[src/verilog/apo_defs.svh]
`ifndef APO_DEFS_SVH
`define APO_DEFS_SVH

// ----------------------------------------
// Register offsets (byte addresses on the control port)
// ----------------------------------------
`define APO_ADDR_BIAS_LEFT_OVR 8'h22
`define APO_ADDR_LEFT_AUX_OVR 8'h23
`define APO_ADDR_BIAS_LEFT_STATE 8'h24
`define APO_ADDR_LEFT_AUX_STATE 8'h25
`define APO_ADDR_RIGHT_PATH_OVR 8'h26
`define APO_ADDR_RIGHT_AUX_OVR 8'h27
`define APO_ADDR_RIGHT_PATH_STATE 8'h28
`define APO_ADDR_RIGHT_AUX_STATE 8'h29

// ----------------------------------------
// Reset value shared by every register
// ----------------------------------------
`define APO_RESET_VALUE 8'h00

// ----------------------------------------
// Field positions, path registers
// ----------------------------------------
`define APO_BIT_BIAS_REF 5
`define APO_BIT_DAC 4
`define APO_BIT_DRIVER 3
`define APO_BIT_DRIVER_BIAS 2
`define APO_BIT_CM_FEEDBACK 1
`define APO_BIT_OUT_STAGE 0

// ----------------------------------------
// Field positions, auxiliary registers
// ----------------------------------------
`define APO_BIT_GAIN_CTL 7
`define APO_BIT_MUTE 6
`define APO_BIT_DUMMY_MUTE 5
`define APO_BIT_NEG_PUMP 4
`define APO_BIT_OFFSET_CAL 3
`define APO_BIT_SHORT_PROT 2
`define APO_BIT_IMP_SENSE 1
`define APO_BIT_IMP_WHOLE 0

`endif

[src/verilog/apo_pkg.sv]
package apo_pkg;

  // ----------------------------------------
  // Types
  // ----------------------------------------
  typedef logic [7:0] apo_byte_t;
  typedef logic [7:0] apo_addr_t;

endpackage : apo_pkg

[src/verilog/apo_analog_power_override_regs.sv]
`timescale 1ns/10ps
`include "apo_defs.svh"
// Summary of operation
// - Bit 5 of 0x22 overrides bias reference power control (1 = override).
// - Bit 4 of 0x22 overrides left current DAC power control.
// - Bits 3..0 of 0x22 override left driver, driver bias, CM feedback, output stage.
// - Bits 7,6,5 of 0x23 override left gain control, analog mute, dummy mute.
// - Bit 4 of 0x23 overrides negative charge pump power control.
// - Bits 3..0 of 0x23 override left offset cal, short prot, imp sense, whole imp sense.
// - Bit 5 of 0x24 is the forced state of the bias reference (1 = up).
// - Bits 4..0 of 0x24 are forced states of left DAC, driver, bias, CM feedback, out stage.
// - Bits 7,6,5 of 0x25 are forced states of left gain control, mute, dummy mute.
// - Bit 4 of 0x25 is the forced state of the negative charge pump.
// - Bits 3..0 of 0x25 are forced states of left offset cal, short, imp, whole imp.
// - Bits 4..0 of 0x26 override right DAC, driver, bias, CM feedback, out stage.
// - Register 0x28 holds the forced states of the right path stages.
// - Register 0x27 holds the right auxiliary overrides with the same encoding.
module apo_analog_power_override_regs
  import apo_pkg::*;
(
  // Clock and reset
  input wire logic clk,
  input wire logic sys_rst,
  // Register port
  input wire logic regWrite,
  input wire logic regRead,
  input wire apo_addr_t regAddr,
  input wire apo_byte_t regWdata,
  output apo_byte_t regRdata,
  output logic regHit,
  // Normal sequencer power-downs, 1 = powered down
  input wire logic [7:0] seqPathPwrdnLeft,
  input wire logic [7:0] seqAuxPwrdnLeft,
  input wire logic [7:0] seqPathPwrdnRight,
  input wire logic [7:0] seqAuxPwrdnRight,
  // Power-downs to analog blocks, 1 = powered down
  output logic [7:0] pathPwrdnLeft,
  output logic [7:0] auxPwrdnLeft,
  output logic [7:0] pathPwrdnRight,
  output logic [7:0] auxPwrdnRight
);

  // ----------------------------------------
  // Register storage
  // ----------------------------------------
  apo_byte_t biasLeftPathOvr;
  apo_byte_t leftAuxOvr;
  apo_byte_t biasLeftPathState;
  apo_byte_t leftAuxState;
  apo_byte_t rightPathOvr;
  apo_byte_t rightAuxOvr;
  apo_byte_t rightPathState;
  apo_byte_t rightAuxState;

  // ----------------------------------------
  // Address decode
  // ----------------------------------------
  wire logic selBiasLeftOvr = (regAddr == `APO_ADDR_BIAS_LEFT_OVR);
  wire logic selLeftAuxOvr = (regAddr == `APO_ADDR_LEFT_AUX_OVR);
  wire logic selBiasLeftState = (regAddr == `APO_ADDR_BIAS_LEFT_STATE);
  wire logic selLeftAuxState = (regAddr == `APO_ADDR_LEFT_AUX_STATE);
  wire logic selRightPathOvr = (regAddr == `APO_ADDR_RIGHT_PATH_OVR);
  wire logic selRightAuxOvr = (regAddr == `APO_ADDR_RIGHT_AUX_OVR);
  wire logic selRightPathState = (regAddr == `APO_ADDR_RIGHT_PATH_STATE);
  wire logic selRightAuxState = (regAddr == `APO_ADDR_RIGHT_AUX_STATE);
  wire logic anySel = selBiasLeftOvr | selLeftAuxOvr | selBiasLeftState | selLeftAuxState |
                      selRightPathOvr | selRightAuxOvr | selRightPathState | selRightAuxState;

  // Hit is combinational so the port controller can ack in the same cycle
  assign regHit = anySel & (regRead | regWrite);

  // ----------------------------------------
  // Register writes
  // ----------------------------------------
  // Whole byte stored, reserved bits included, so reads return what was written
  always_ff @(posedge clk) begin
    if (sys_rst) begin
      biasLeftPathOvr <= `APO_RESET_VALUE;
      leftAuxOvr <= `APO_RESET_VALUE;
      biasLeftPathState <= `APO_RESET_VALUE;
      leftAuxState <= `APO_RESET_VALUE;
      rightPathOvr <= `APO_RESET_VALUE;
      rightAuxOvr <= `APO_RESET_VALUE;
      rightPathState <= `APO_RESET_VALUE;
      rightAuxState <= `APO_RESET_VALUE;
    end else if (regWrite) begin
      if (selBiasLeftOvr) biasLeftPathOvr <= regWdata;
      if (selLeftAuxOvr) leftAuxOvr <= regWdata;
      if (selBiasLeftState) biasLeftPathState <= regWdata;
      if (selLeftAuxState) leftAuxState <= regWdata;
      if (selRightPathOvr) rightPathOvr <= regWdata;
      if (selRightAuxOvr) rightAuxOvr <= regWdata;
      if (selRightPathState) rightPathState <= regWdata;
      if (selRightAuxState) rightAuxState <= regWdata;
    end
  end

  // ----------------------------------------
  // Read data
  // ----------------------------------------
  // Registered read data; unmapped addresses read zero
  apo_byte_t next_regRdata;
  assign next_regRdata = selBiasLeftOvr ? biasLeftPathOvr :
                         selLeftAuxOvr ? leftAuxOvr :
                         selBiasLeftState ? biasLeftPathState :
                         selLeftAuxState ? leftAuxState :
                         selRightPathOvr ? rightPathOvr :
                         selRightAuxOvr ? rightAuxOvr :
                         selRightPathState ? rightPathState :
                         selRightAuxState ? rightAuxState : `APO_RESET_VALUE;

  always_ff @(posedge clk) begin
    if (sys_rst) begin
      regRdata <= `APO_RESET_VALUE;
    end else if (regRead) begin
      regRdata <= next_regRdata;
    end
  end

  // ----------------------------------------
  // Power-down selection
  // ----------------------------------------
  // Reserved bits act as override bits too; analog side ignores their outputs
  apo_power_mux #(.WIDTH(8)) u_mux_left_path (
    .ovrEn(biasLeftPathOvr),
    .forcedUp(biasLeftPathState),
    .seqPwrdn(seqPathPwrdnLeft),
    .pwrdn(pathPwrdnLeft)
  );

  apo_power_mux #(.WIDTH(8)) u_mux_left_aux (
    .ovrEn(leftAuxOvr),
    .forcedUp(leftAuxState),
    .seqPwrdn(seqAuxPwrdnLeft),
    .pwrdn(auxPwrdnLeft)
  );

  apo_power_mux #(.WIDTH(8)) u_mux_right_path (
    .ovrEn(rightPathOvr),
    .forcedUp(rightPathState),
    .seqPwrdn(seqPathPwrdnRight),
    .pwrdn(pathPwrdnRight)
  );

  apo_power_mux #(.WIDTH(8)) u_mux_right_aux (
    .ovrEn(rightAuxOvr),
    .forcedUp(rightAuxState),
    .seqPwrdn(seqAuxPwrdnRight),
    .pwrdn(auxPwrdnRight)
  );

endmodule : apo_analog_power_override_regs

[src/verilog/apo_power_mux.sv]
`timescale 1ns/10ps
// ----------------------------------------
// Per-group power-down selection
// ----------------------------------------
module apo_power_mux #(
  parameter int WIDTH = 8
) (
  // Software controls
  input wire logic [WIDTH-1:0] ovrEn,
  input wire logic [WIDTH-1:0] forcedUp,
  // Sequencer and analog side
  input wire logic [WIDTH-1:0] seqPwrdn,
  output logic [WIDTH-1:0] pwrdn
);

  // Forced state is "1 = up", so invert into power-down sense
  assign pwrdn = (ovrEn & ~forcedUp) | (~ovrEn & seqPwrdn);

endmodule : apo_power_mux
[config.mk]
export PLATFORM = sky130hd
export DESIGN_NAME = apo_analog_power_override_regs
export DESIGN_NICKNAME = d
export VERILOG_FILES = /design/src/verilog/apo_pkg.sv /design/src/verilog/apo_analog_power_override_regs.sv /design/src/verilog/apo_power_mux.sv
export VERILOG_INCLUDE_DIRS = /design/src /design/src/verilog
export SDC_FILE = /design/constraint.sdc
export NUM_CORES = 1
export LEC_CHECK = 0
export BUFFER_PORTS_ARGS = -buffer_cell sky130_fd_sc_hd__buf_2
export CORE_AREA = 2 2 88 90
export CTS_CLUSTER_SIZE = 30
export DETAILED_ROUTE_END_ITERATION = 7
export DIE_AREA = 0 0 90 92
export PLACE_DENSITY = 0.78
export SLEW_MARGIN = 20
export SYNTH_ARGS = -nofsm -noshare
export SYNTH_HDL_FRONTEND = slang
export SYNTH_SLANG_ARGS = --single-unit
[constraint.sdc]
create_clock -name clk -period 2 [get_ports clk]
set_input_delay 0.2 -clock clk [delete_from_list [all_inputs] [get_ports clk]]
set_output_delay 0.2 -clock clk [all_outputs]
set_load 0.03 [all_outputs]
Yosys cells after proc, flatten, opt, wreduce, memory -nomap -nowiden --
Index checks and enable logic that the tools add are counted.
Word-level totals: flip-flop bits (word level) 72, bits of input ports 52
Operators by class: eq/ne operators 8, reduce and logical (&&, ||, !) cells 8, multiplexer cells 8, bitwise logic cells 29
Operator list (count):
- 8-bit AND | 8
- 8-bit by 6-bit == test with 1-bit output, second input constant | 8
- 8-bit two-way mux | 8
- 8-bit inverter | 8
- 8-bit bitwise OR | 4
- 2-bit AND reduction | 8
- 1-bit bitwise OR | 8
- 1-bit AND | 1

Depth between registers and ports, before layout --
Gate-level depths: netlist of the first run.
depth in word-level cells 9, depth in mapped cells 7, depth with buffers taken out 4

Cells and area by module --
From an unflattened synthesis of the first run, not the netlist that was laid out.
Unflattened totals: cell total of the unflattened synthesis 434, area total of the unflattened synthesis 3930.0 µm²
By module, submodules not included:
- apo_analog_power_override_regs | area an instance 3489.6 µm², times used 1, cells each 370
- apo_power_mux | area an instance 110.1 µm², times used 4, cells each 16

Worst setup path after synthesis of the first run --
Ideal clock, no wire load.
kind input port to flip-flop, from in regAddr[4], to reg biasLeftPathOvr[0], path slack 0.110 ns, data arrival time 1.763 ns, stages on the path 6, data required time 1.872 ns, setup time 0.128 ns, cell sequence or4b_4 -> buf_6 -> or4_1 -> buf_2 -> mux2i_1 -> nor2_1
Between the ends: longest elaborated chain between the ends 2
RTL lines:
- from (decl) | line apo_analog_power_override_regs.sv:27 | input wire apo_addr_t regAddr,
- 8-bit by 6-bit == test with 1-bit output (no line)
- 2-bit AND reduction (no line)
- to (signal assigned) | line apo_analog_power_override_regs.sv:78 | biasLeftPathOvr <= `APO_RESET_VALUE;
- to (signal assigned) | line apo_analog_power_override_regs.sv:87 | if (selBiasLeftOvr) biasLeftPathOvr <= regWdata;
- to (decl) | line apo_analog_power_override_regs.sv:46 | apo_byte_t biasLeftPathOvr;
Every way passes these cells. A chain may end at the register's enable or synchronous reset.

Worst setup path in the final report of the first run --
from in regAddr[3], to out regHit
Between the ends: longest elaborated chain between the ends 9, elaborated cells on any way between the ends 16, those cells by class eq/ne: 8; bitwise: 8
RTL lines:
- 8-bit by 6-bit == test with 1-bit output (no line)
- 1-bit bitwise OR (4 in series) | line apo_analog_power_override_regs.sv:66 | wire logic anySel = selBiasLeftOvr | selLeftAuxOvr | selBiasLeftState | selLeftAuxState |
- 1-bit bitwise OR (2 in series) | line apo_analog_power_override_regs.sv:67 | selRightPathOvr | selRightAuxOvr | selRightPathState | selRightAuxState;
- 1-bit bitwise OR (*) | line apo_analog_power_override_regs.sv:67
- 1-bit AND (*) | line apo_analog_power_override_regs.sv:70 | assign regHit = anySel & (regRead | regWrite);
- to (decl) | line apo_analog_power_override_regs.sv:30 | output logic regHit,
Every way passes the cells marked *; elsewhere a longest branch is shown, timed or not.

==> results_dict.tcl, run 1 <==
set metrics [dict create \
    status "completed" \
    crit_chain "buf_2 > or3b_2 > a21oi_1 > buf_2" \
    cts-buffers-inserted 9 \
    grt_pass1_wl_um 15870 \
    worstSetupStartpointType "input pin" \
    fin_crit_sh_pct 81.01 \
    cp_slowest_cell "or3b_2" \
    vias 3390 \
    min_from "regWdata[0]" \
    top_layer_used "met4" \
    peakVddDrop_mv 0.3507 \
    insertion_delay_ns 0.35 \
    cts_tree "built" \
    synth_edf_count 0 \
    grt_usage_pct 23.73 \
    portBuffers 92 \
    n_antenna_cell 0 \
    slew_headroom_pct 59.41 \
    antenna_left 0 \
    firstDrtPassIters 4 \
    cp_common_cell "buf_2" \
    hpwl_um 7289 \
    cp_slowest_stage_delay_ns 0.61 \
    setup_tns_ns 0 \
    yosysUniqueCellTypes 37 \
    viasPerCell 5.390 \
    rows 32 \
    ctsHoldBuffers 0 \
    met1_length_um 4431 \
    grt_pass1_vias 3263 \
    p_per_area_nw_per_um2 651.4 \
    cap_violations 0 \
    worstHoldPathType "input pin to flop" \
    finalHoldViolCount 0 \
    ys_ff_latch 72 \
    die_height_um 92 \
    drv_slew 0 \
    worstPathRequired_ns 1.80 \
    fmax_mhz 617.2 \
    path_class "input pin to primary output" \
    ys_seq_area_share_pct 37.13 \
    min_period_ns 1.620 \
    worst_pin_slew_ns 0.6067 \
    wl_um 9775 \
    leakagePower_uw 0.001958 \
    avgSynthCellArea_um2 9.029 \
    clock-sinks 72 \
    cts_post_setup_buffers_inserted 0 \
    critical_path.max_fanout 13 \
    ios 93 \
    synth_top_area_share_pct 37.13 \
    layoutNonFillerInstCount 629 \
    cp.arrival_ns 1.42 \
    grt_max_degree 32 \
    grt_setup_unrepaired "no" \
    dp_cells 613 \
    layout-drive-gt1-share_pct 26.38 \
    synth_area_um2 3882 \
    start_util_pct 52.13 \
    nets 574 \
    overflow 0 \
    min_path_cells 3 \
    setup_viol 0 \
    core-area_um2 7447 \
    htreeDepth 3 \
    yosys.area.top_type "dfxtp_1" \
    place_congestion 0.8576 \
    dr_wl_met2_um 4775 \
    drt_iter0_markers 243 \
    regToRegStartpoint "biasLeftPathState[7]" \
    synthFlopType "dfxtp_1" \
    final_util_pct 64.47 \
    syn-instance-count 430 \
    syn2layout_area_growth_pct 23.65 \
    cts_buffer_depth 2 \
    die_x_um 90 \
    regToRegSetupSlack_ns 0.84 \
    multi_input_area_um2 2180 \
    synthTopCellsByCount "mux2i_1 (105), nor2_1 (73), dfxtp_1 (72)" \
    fillers 628 \
    hold_end "rightAuxState[0]" \
    cts_resized 0 \
    wl_per_cell_um 15.54 \
    yosysMostFrequentCell "mux2i_1" \
    synth_warnings 0 \
    async_reset_ff_share_pct 0 \
    dieArea_um2 8280 \
    drc 0 \
    post_synth_main_area_contributors "dfxtp_1 (37%), mux2i_1 (27%), nor2_1 (7.1%)" \
    wl_met3_um 437 \
    antenna_found_initial 0 \
    rr_endpoint "regRdata[7]" \
    ff2ff_path_depth 4 \
    clk_pin_slew_ns 0.07 \
    synth_nets 482 \
    seq_area_um2 1441 \
    endpoint_kind "primary output" \
    finClkSkew_ns 0.007550 \
    cts_root_buf "clkbuf_8" \
]
[area by class of cell]
cell class                 count  area share, %
clock buffer                  12          3.232
clock inverter                 4          1.590
inverter                      36          2.815
multi-input combinational    291          45.40
sequential                    72          30.02
tap                          102          2.658
timing repair buffer         112          14.28
[registers in the layout, summed over array words and instances (netlist names)]
name	flops
biasLeftPathOvr	8
biasLeftPathState	8
leftAuxOvr	8
leftAuxState	8
regRdata	8
rightAuxOvr	8
rightAuxState	8
rightPathOvr	8
rightPathState	8
[cell families after synthesis]
logic type	Yosys count	synth area share [%]
buffers and inverters	67	6.735
flip-flops	72	37.13
AND/OR/NAND/NOR	127	18.21
multiplexers	105	27.07
AO/OA/AOI/OAI	59	10.86
[layout by cell type (no fill, tap or decap), drive strengths merged, types with 2 or more instances in the layout]
master	instances
a211o	6
a21oi	7
a22oi	7
a2bb2oi	6
a31oi	7
buf	112
bufinv	2
clkbuf	12
dfxtp	72
inv	36
mux2i	105
nand2	13
nand2b	6
nand3b	6
nand4	7
nor2	73
nor2b	4
nor3	4
nor4	4
o21ai	13
o21bai	2
o221a	2
o221ai	6
or3b	2
or4b	2
[per-stage QoR]
step | hold WS, ns | setup slack [ns] | power [µW] | area, µm²
6_report | 0.2309 | 0.3797 | 3127 | 4801
5_1_grt | 0.2490 | 0.3278 | 3222 | 4801
4_1_cts | 0.2298 | 0.3762 | 3133 | 4801
3_5_place_dp | 0.4836 | 0.02535 | 1825 | 4569
3_3_place_gp | 0.4770 | 0.09396 | 1819 | 4569
2_1_floorplan | 0.3641 | 0.1095 | 1701 | 3882
[critical path: cells and delay by family]
| family | cells | cell delay, ns |
|---|---|---|
| buffers and inverters | 2 | 0.43 |
| AO/OA/AOI/OAI | 1 | 0.18 |
| AND/OR/NAND/NOR | 1 | 0.61 |
[routing by layer]
metal / up-vias / global-route usage, %
met4: 0 / 8.462
met3: 12 / 2.629
met1: 1600 / 31.49
met2: 91 / 40.23
li1: 1687 / -
met5: - / 0
[how the worst max path moves through the flow]
| stage | depth (start not counted) | slack [ns] | to | start |
|---|---|---|---|---|
| floorplan | 6 | 0.11 | biasLeftPathOvr[0] | regAddr[4] |
| global placement | 7 | 0.09 | leftAuxOvr[4] | regAddr[4] |
| detailed placement | 7 | 0.03 | leftAuxOvr[5] | regAddr[4] |
| CTS | 4 | 0.38 | regHit | regAddr[3] |
| global route | 4 | 0.33 | regHit | regAddr[3] |
| finish | 4 | 0.38 | regHit | regAddr[3] |
[report_power, final]
| part | leakage [µW] | internal (µW) | total [µW] | switching, µW |
|---|---|---|---|---|
| clock network | 0.000113 | 773 | 1330 | 560 |
| logic | 0.00127 | 122 | 358 | 236 |
| registers | 0.000580 | 1430 | 1440 | 1.81 |
(Power assumes the default switching activity.)
==> inputs of run 2 (changes only) <==
clock period = 1.69 ns   (was 2 ns; I/O delays follow)
==> results_dict.tcl, run 2 (synthesis gave the netlist of run 1 again) <==
set metrics [dict create \
    cp.arrival_ns 1.76 \
    switching_share_pct 27.39 \
    grt_pass1_vias 3415 \
    wl_um 10230 \
    setup_viol 0 \
    layout-drive-gt1-share_pct 27.50 \
    met1_length_um 4428 \
    seq_power_share_pct 48.9 \
    drc 0 \
    status "completed" \
    ctsHoldBuffers 0 \
    setup_tns_ns 0 \
    clk_pin_slew_ns 0.07 \
    grt_setup_unrepaired "no" \
    endpoint_kind "flop" \
    power.share.clock_pct 38.3 \
    cts_resized 0 \
    die_x_um 90 \
    leakagePower_uw 0.001973 \
    antenna_left 0 \
    grt_max_degree 38 \
    finalHoldViolCount 0 \
    drt_iter0_markers 195 \
    layout.cells.most_common "mux2i_1" \
    grt_pass1_wl_um 16940 \
    insertion_delay_ns 0.35 \
    fillers 678 \
    path_class "input pin to flop" \
    drv_slew 0 \
    cts_buffer_depth 2 \
    slew_headroom_pct 63.53 \
    dieArea_um2 8280 \
    p_per_area_nw_per_um2 719.6 \
    cts_root_buf "clkbuf_8" \
    peakVddDrop_mv 0.4186 \
    wl_met3_um 631 \
    internal-power_uw 2521 \
    antenna_found_initial 0 \
    p_sw_uw 950.8 \
    layout_common_cells "mux2i_1 (105), buf_2 (92), nor2_1 (73), dfxtp_1 (72), inv_1 (36)" \
    vias 3506 \
    clock-sinks 72 \
    ios 93 \
    worstHoldPathType "input pin to flop" \
    cp_slowest_cell "or4b_4" \
    cts_post_setup_buffers_inserted 0 \
    n_antenna_cell 0 \
    start_util_pct 52.13 \
    top_layer_used "met4" \
    fin_crit_sh_pct 90.45 \
    nets 579 \
    grt_usage_pct 25.37 \
    cp_slowest_stage_delay_ns 0.58 \
    cts_tree "built" \
    place_ws_ns -0.2120 \
    crit_buf_inv 3 \
    portBuffers 92 \
    crit_chain "buf_2 > or4b_4 > buf_4 > nor4_4 > buf_12 > mux2i_1 > nor2_1" \
    die_height_um 92 \
    overflow 0 \
    finClkSkew_ns 0.003224 \
    cap_violations 0 \
    worstSetupStartpointType "input pin" \
    combPwrFrac_pct 12.8 \
    htreeDepth 3 \
    worstPathRequired_ns 1.92 \
    worst_pin_slew_ns 0.5450 \
    setup_slack_ns 0.1613 \
    path_delay_family "simple AND/OR/NAND/NOR gates" \
    firstDrtPassIters 4 \
    wl_per_cell_um 16.17 \
    final_util_pct 64.78 \
    core-area_um2 7447 \
    viasPerCell 5.539 \
    hpwl_um 7602 \
    whs_ns 0.2021 \
    critical_path.max_fanout 8 \
    syn2layout_area_growth_pct 24.27 \
    dr_wl_met2_um 5023 \
    place_congestion 0.8254 \
    fmax_mhz 654.2 \
    min_period_ns 1.529 \
    cts-buffers-inserted 9 \
    finalPower_uw 3472 \
    rows 32 \
]
## run 2: cell types whose count changed in the layout (fill, tap and decap cells not counted)
| cell | before | now |
|---|---|---|
| a21oi_1 | 7 | 6 |
| buf_12 | 6 | 8 |
| clkinv_2 | 0 | 3 |
| a21oi_2 | 0 | 1 |
| clkbuf_1 | 1 | 0 |
| bufinv_16 | 2 | 1 |
| or4_1 | 1 | 0 |
| buf_4 | 14 | 17 |
| or4_4 | 0 | 1 |
| clkbuf_8 | 11 | 9 |
## run 2: per-stage QoR
step,area [µm²],instances
after floorplan,3905,430
after global placement,4639,618
after detailed placement,4639,618
after CTS,4825,633
after global routing,4825,633
final,4825,633
## run 2: path summary, 6_finish.rpt
path	from	endpoint	slack [ns]	cells past startpoint
max	regAddr[4]	rightPathState[0]	0.16	7
min reg2reg	regRdata[4]	regRdata[4]	0.49	2
min	regWdata[1]	biasLeftPathOvr[1]	0.20	3
max reg2reg	biasLeftPathState[7]	regRdata[7]	0.54	4
## run 2: worst register-to-register path: stages (launching register included)
cell	delay [ns]
dfxtp_1	0.35
or4bb_1	0.41
nand4_1	0.11
a22oi_1	0.07
a21oi_1	0.15
## run 2: final cells by class
class                           instances  area, µm²  area share [%]
Timing Repair Buffer                  117      748.2           15.51
Clock buffer                            9      123.9           2.567
Multi-Input combinational cell        291       2187           45.33
Clock inverter                          6      61.31           1.271
Sequential cell                        72       1441           29.88
Inverter                               36      135.1           2.801
Tap cell                              102      127.6           2.645
## run 2: routing by layer
layer	GRT usage, %	vias up
met1	32.83	1674
met4	9.744	0
li1	-	1693
met3	5.177	14
met2	41.85	125
met5	0	-
## run 2: power by group through the flow
| stage | clock network [µW] | registers, µW | logic (µW) |
|---|---|---|---|
| floorplan | 0 | 1740 | 277 |
| global placement | 0 | 1740 | 431 |
| detailed placement | 0 | 1740 | 441 |
| CTS | 1340 | 1700 | 443 |
| global route | 1400 | 1700 | 480 |
| finish | 1330 | 1700 | 443 |
